[src/bie_map.vh]
// Constants for the branch and increment execute block.
// Assumes 12-bit instruction words and 8-bit file registers.
`ifndef BIE_MAP_VH
`define BIE_MAP_VH

// =========================================================
// Opcode fields
`define BIE_BR_OP_HI      11
`define BIE_BR_OP_LO      9
`define BIE_BR_OP         3'h5
`define BIE_BR_LIT_HI     8
`define BIE_FOP_HI        11
`define BIE_FOP_LO        6
`define BIE_INC_OP        6'h0A
`define BIE_INCSZ_OP      6'h0F
`define BIE_DEST_BIT      5
`define BIE_FADDR_HI      4
`define BIE_NOP_WORD      12'h000

// =========================================================
// Program counter and status layout, data constants
`define BIE_PC_UP_HI      10
`define BIE_PC_UP_LO      9
`define BIE_ST_PAGE_HI    6
`define BIE_ST_PAGE_LO    5
`define BIE_ST_ZERO       2
`define BIE_DATA_ONE      8'h01
`define BIE_DATA_ZERO     8'h00
`define BIE_PC_RESET      11'h7FF

`endif

[src/bie_flush_stage.v]
// One-cycle flush marker: remembers that the next fetched word is dropped.
// Assumes one instruction per ref_clk cycle from the fetch stage.
`timescale 1ns/1ps
`default_nettype none

module bie_flush_stage
(
  input  wire ref_clk,
  input  wire sys_rst,
  input  wire flush_req,
  output reg  flush_reg
);

  always @(posedge ref_clk or posedge sys_rst)
  begin
    if (sys_rst)
      flush_reg <= 1'b0;
    else
      flush_reg <= flush_req;
  end

endmodule

`default_nettype wire

[src/bie_exec.v]
// Execute logic for the unconditional branch, register increment and
// increment-and-skip-if-zero instructions.
// Assumes the register file answers file_rdata combinationally for
// file_addr and that fetch supplies one instruction word per cycle.
`timescale 1ns/1ps
`default_nettype none
`include "bie_map.vh"

module bie_exec
(
  input  wire        ref_clk,
  input  wire        sys_rst,
  input  wire        instr_valid,
  input  wire [11:0] instr_word,
  input  wire [7:0]  status_in,
  input  wire [7:0]  file_rdata,
  output reg  [4:0]  file_addr,
  output reg  [10:0] pc_out,
  output reg         pc_load,
  output reg  [7:0]  file_wdata,
  output reg         file_we,
  output reg  [7:0]  w_acc,
  output reg         zero_flag,
  output reg         zero_we,
  output reg         flush_out,
  output reg         op_done
);

  // =========================================================
  // Decode
  wire        flush_reg;
  wire        live;
  wire [11:0] word;
  wire [2:0]  br_field;
  wire [5:0]  fop_field;
  wire        is_br;
  wire        is_inc;
  wire        is_incsz;
  wire        is_any_inc;
  wire        dest_select;
  wire [8:0]  br_literal;
  wire [1:0]  page_bits;
  wire [7:0]  inc_result;
  wire        res_zero;
  wire        skip_hit;

  // Dropped slot executes as a no-op
  assign live = instr_valid & ~flush_reg;
  assign word = live ? instr_word : `BIE_NOP_WORD;
  assign br_field = word[`BIE_BR_OP_HI:`BIE_BR_OP_LO];
  assign fop_field = word[`BIE_FOP_HI:`BIE_FOP_LO];
  assign is_br = live & (br_field == `BIE_BR_OP);
  assign is_inc = live & (fop_field == `BIE_INC_OP);
  assign is_incsz = live & (fop_field == `BIE_INCSZ_OP);
  assign is_any_inc = is_inc | is_incsz;
  assign dest_select = word[`BIE_DEST_BIT];
  assign br_literal = word[`BIE_BR_LIT_HI:0];
  assign page_bits = status_in[`BIE_ST_PAGE_HI:`BIE_ST_PAGE_LO];
  assign inc_result = file_rdata + `BIE_DATA_ONE;
  assign res_zero = (inc_result == `BIE_DATA_ZERO);
  assign skip_hit = is_incsz & res_zero;

  // =========================================================
  // Register file address
  // Address follows the current word so the read is same-cycle;
  // the only output not taken from a flip-flop, for that reason
  always @*
  begin
    file_addr = word[`BIE_FADDR_HI:0];
  end

  // =========================================================
  // Flush of the prefetched word
  // Unknown opcodes pass as no-ops and never flush
  wire flush_req;
  assign flush_req = is_br | skip_hit;

  bie_flush_stage u_flush
  (
    .ref_clk   (ref_clk),
    .sys_rst   (sys_rst),
    .flush_req (flush_req),
    .flush_reg (flush_reg)
  );

  // =========================================================
  // Next values
  reg [10:0] pc_next;
  reg        pc_load_next;
  reg [7:0]  file_wdata_next;
  reg        file_we_next;
  reg [7:0]  w_acc_next;
  reg        zero_flag_next;
  reg        zero_we_next;
  reg        flush_next;
  reg        done_next;

  // Branch: pc holds its last target until the next branch
  always @*
  begin
    pc_next      = pc_out;
    pc_load_next = is_br;
    if (is_br)
    begin
      pc_next = {page_bits, br_literal};
    end
  end

  // Increments: write data holds, strobe pulses one cycle
  always @*
  begin
    file_wdata_next = file_wdata;
    file_we_next    = 1'h0;
    w_acc_next      = w_acc;
    if (is_any_inc)
    begin
      if (dest_select)
      begin
        file_wdata_next = inc_result;
        file_we_next    = 1'h1;
      end
      else
      begin
        w_acc_next = inc_result;
      end
    end
  end

  // Increment-and-skip never touches the flag
  always @*
  begin
    zero_flag_next = zero_flag;
    zero_we_next   = is_inc;
    if (is_inc)
    begin
      zero_flag_next = res_zero;
    end
  end

  // Pulses for the fetch stage and the sequencer
  always @*
  begin
    flush_next = flush_req;
    done_next  = is_br | is_any_inc;
  end

  // =========================================================
  // Registers, one process per output group
  // Program counter group
  always @(posedge ref_clk or posedge sys_rst)
  begin
    if (sys_rst)
    begin
      pc_out  <= `BIE_PC_RESET;
      pc_load <= 1'h0;
    end
    else
    begin
      pc_out  <= pc_next;
      pc_load <= pc_load_next;
    end
  end

  // Data write group
  always @(posedge ref_clk or posedge sys_rst)
  begin
    if (sys_rst)
    begin
      file_wdata <= `BIE_DATA_ZERO;
      file_we    <= 1'h0;
      w_acc      <= `BIE_DATA_ZERO;
    end
    else
    begin
      file_wdata <= file_wdata_next;
      file_we    <= file_we_next;
      w_acc      <= w_acc_next;
    end
  end

  // Status group
  always @(posedge ref_clk or posedge sys_rst)
  begin
    if (sys_rst)
    begin
      zero_flag <= 1'h0;
      zero_we   <= 1'h0;
    end
    else
    begin
      zero_flag <= zero_flag_next;
      zero_we   <= zero_we_next;
    end
  end

  // Sequencing group; fetch must not stall while a flush is pending
  always @(posedge ref_clk or posedge sys_rst)
  begin
    if (sys_rst)
    begin
      flush_out <= 1'h0;
      op_done   <= 1'h0;
    end
    else
    begin
      flush_out <= flush_next;
      op_done   <= done_next;
    end
  end

endmodule

`default_nettype wire

[config.mk]
export PLATFORM = sky130hd
export DESIGN_NAME = bie_exec
export DESIGN_NICKNAME = d
export VERILOG_FILES = /design/src/bie_flush_stage.v /design/src/bie_exec.v
export VERILOG_INCLUDE_DIRS = /design/src
export SDC_FILE = /design/constraint.sdc
export NUM_CORES = 1
export LEC_CHECK = 0
export ABC_CLOCK_PERIOD_IN_PS = 2450
export BUFFER_PORTS_ARGS = -buffer_cell sky130_fd_sc_hd__buf_4
export CAP_MARGIN = 0
export CORE_ASPECT_RATIO = 1.2
export CORE_MARGIN = 5
export CORE_UTILIZATION = 50
export CTS_CLUSTER_SIZE = 16
export DETAILED_ROUTE_END_ITERATION = 8
export PLACE_DENSITY = 0.91
export SLEW_MARGIN = 10
export SYNTH_ARGS = -nofsm -noshare
export SYNTH_HDL_FRONTEND = slang
export SYNTH_SLANG_ARGS = --single-unit
export TNS_END_PERCENT = 10
[constraint.sdc]
create_clock -name ref_clk -period 2.45 [get_ports ref_clk]
set_input_delay 0.1225 -clock ref_clk [delete_from_list [all_inputs] [get_ports ref_clk]]
set_output_delay 0.1225 -clock ref_clk [all_outputs]
set_load 0.005 [all_outputs]
==> metrics.md <==
| Metric | Value |
|---|---|
| Status | complete, no violations |
| Share of cells above drive strength 1 | 60.9% |
| Final Hold Fails | 0 |
| Setup TNS | 0 ns |
| Final setup violation count | 0 |
| CTS resizes | 0 |
| Netlist Area Pre-Place | 1520 µm² |
| Synth unique cells | 32 |
| Number of global-route vias before repair | 1106 |
| # diodes | 0 |
| FP Rows | 22 |
| Placement Cell Area | 1990 µm² |
| Crit path from | flush_out |
| Vias/cell | 5.01 |
| CP startpoint kind | flip-flop |
| Synth async-reset ratio | 100% |
| CP Max Fanout | 9 |
| Leakage | 1.07 nW |
| Postcts setup bufs | 0 |
| CTS Root Buffer Type | clkbuf_4 |
| Antenna viol nets, final | 0 |
| Total grt overflow | 0 |
| Post-synth EDFFs | 0 |
| CTS tree | built |
| H-tree depth | 2 |
| Die Y | 70.5 µm |
| HP Start | status_in[5] |
| Core area | 3000 µm² |
| Final WL | 3200 µm |
| Crit path DAT | 1.82 ns |
| Max Fclk | 624 MHz |
| Routed vias | 1078 |
| Syn Nets | 145 |
| First-pass GRT wire length | 5060 µm |
| First-pass DRT Iterations | 4 |
| Port Buf Inserts | 62 |
| Initial Utilization | 50.8% |
| GP Congestion | 0.828 |
| # IOs | 69 |
| Maximum vdd drop | 580 µV |
| Clock transition at path regs | 0.09 ns |
| Placed cells | 206 |
| Maximum Capacitance Violations | 0 |
| Critical path class | reg2reg |
| Synth warn | 0 |
| Worst endpoint required time | 2.67 ns |
| Yosys reg bits | 33 |
| Rel. slew slack | 30.9% |
| 1st-iter DRT viols | 28 |
| Final Cycle Share | 65.4% |
| Routed len/inst | 14.9 µm |
| Crit. End Element | flip-flop |
| Final Cell Area | 2090 µm² |
| Period minus WS final | 1.60 ns |
| Clk sink count | 33 |
| Class of the worst hold path | in2reg |
| Hold buffers post-CTS | 1 |
| Die Area | 4260 µm² |
| Cells after synthesis | 113 |
| CTS max path bufs | 2 |
| Leading area contributor after synthesis | dfrtp_1 |
| Post-DP HPWL | 2530 µm |
| Area grow syn2layout | 37.0% |
| Sequential-to-total area share from yosys stat | 55.1% |
| Tightest Pin Transition | 1.04 ns |
| Total Power | 1.42 mW |
| Post-synth top cells | dfrtp_1, mux2_2, dfstp_2 |
| Total CTS buffers | 5 |
| Clk Latency, worst-skew pair | 0.33 ns |
| Final Core Density | 69.6% |
| Drt drc | 0 |
| Top cells by area, synth | dfrtp_1, dfstp_2, mux2_2, buf_4, xor2_1 |
| Syn_area_per_cell | 13.5 µm² |
| Largest net degree at the start of global routing | 30 |
| Synth top area share | 36.1% |
| GRT Total Usage | 15.9% |
| Reg2reg start | flush_out |
| Fin. max-slew vios | 0 |
| Top_reg_cell synth | dfrtp_1 |
| Power Density | 681 nW/µm² |
| Final nets | 210 |
| Initial antenna violation count | 0 |
| Final Skew | 0.00799 ns |
| Die width | 60.4 µm |
| RSZ-0062 raised after global routing | no |
| Layout Cells excl Fill | 215 |
| FF-to-FF setup slack | 0.85 ns |
[layer usage]
metal  global-route usage, %  wire length (µm)
met1                    18.1              1190
met2                    26.8              1650
met3                    5.73               302
met4                    5.42                51
met5                       0                 0
[report_power, final]
| part | internal [mW] | switching, mW | leakage [nW] | total, mW |
|---|---|---|---|---|
| registers | 0.654 | 0.0417 | 0.408 | 0.695 |
| clock network | 0.244 | 0.174 | 0.0455 | 0.418 |
| logic | 0.198 | 0.112 | 0.619 | 0.310 |
[registers in the layout (all words and copies together) (netlist names)]
signal	flops
op_done	1
file_we	1
zero_we	1
pc_out	11
flush_out	1
zero_flag	1
file_wdata	8
w_acc	8
pc_load	1
[cells in the final DEF (no fill, tap or decap)]
cell type and instances:
mux2_2 22, nand2_2 1, or3_1 1, o21ai_0 2, dfrtp_1 22, clkbuf_8 1
a211o_1 1, clkbuf_1 1, buf_4 63, dlygate4sd3_1 1, inv_1 4, a2bb2oi_1 1
nand4_2 1, nor2_8 1, nand3_1 4, xnor2_2 1, xor2_1 4, and2_1 5
dfstp_2 11, mux2_1 3, mux2i_1 1, nor2_1 2, and4bb_4 1, o31ai_1 2
bufinv_16 1, nand4_1 1, xnor2_1 2, nor2b_1 1, ha_1 1, nand2_1 7
clkbuf_4 5, nand3_4 1, and2b_1 1, nor3_1 1, nand3b_1 1, nor4b_1 1
[worst max-delay path, cell delays in order (launching register included)]
cell and delay (ns):
dfrtp_1 0.41, and4bb_4 0.37, nand3_4 0.12, nor2_8 0.23
mux2_2 0.36
[per-stage QoR]
step	hold WS (ns)	setup slack (ns)
6_report	0.0256	0.848
5_1_grt	0.0102	0.772
4_1_cts	0.0105	0.841
3_5_place_dp	0.356	0.844
3_3_place_gp	0.346	0.892
2_1_floorplan	0.215	0.953
[cell type report]
cell class              instances  area, µm²
fillers                       230        912
flip-flops and latches         33        840
multi-input cells              70        621
repair buffers                 64        483
clock buffers                   7       55.1
well taps                      36       45.0
clock inverters                 1       30.0
inverters                       4       15.0
[worst paths after layout]
kind	cells past startpoint	end
max	4	file_wdata[7]
max in group asynchronous	3	pc_out[6]
min	2	pc_out[9]
min in group asynchronous	2	file_wdata[0]
max reg2reg	4	file_wdata[7]
min reg2reg	1	file_wdata[2]
[cells by family after synthesis]
group	count (synthesis)	synth area share, %
xor+xnor	7	4.52
flops	33	55.1
buf+inv	10	4.19
fa+ha+maj	1	0.821
mux	26	19.1
simple gates	30	13.5
compound gates	6	2.79
Power figures use the tool's default switching activity.
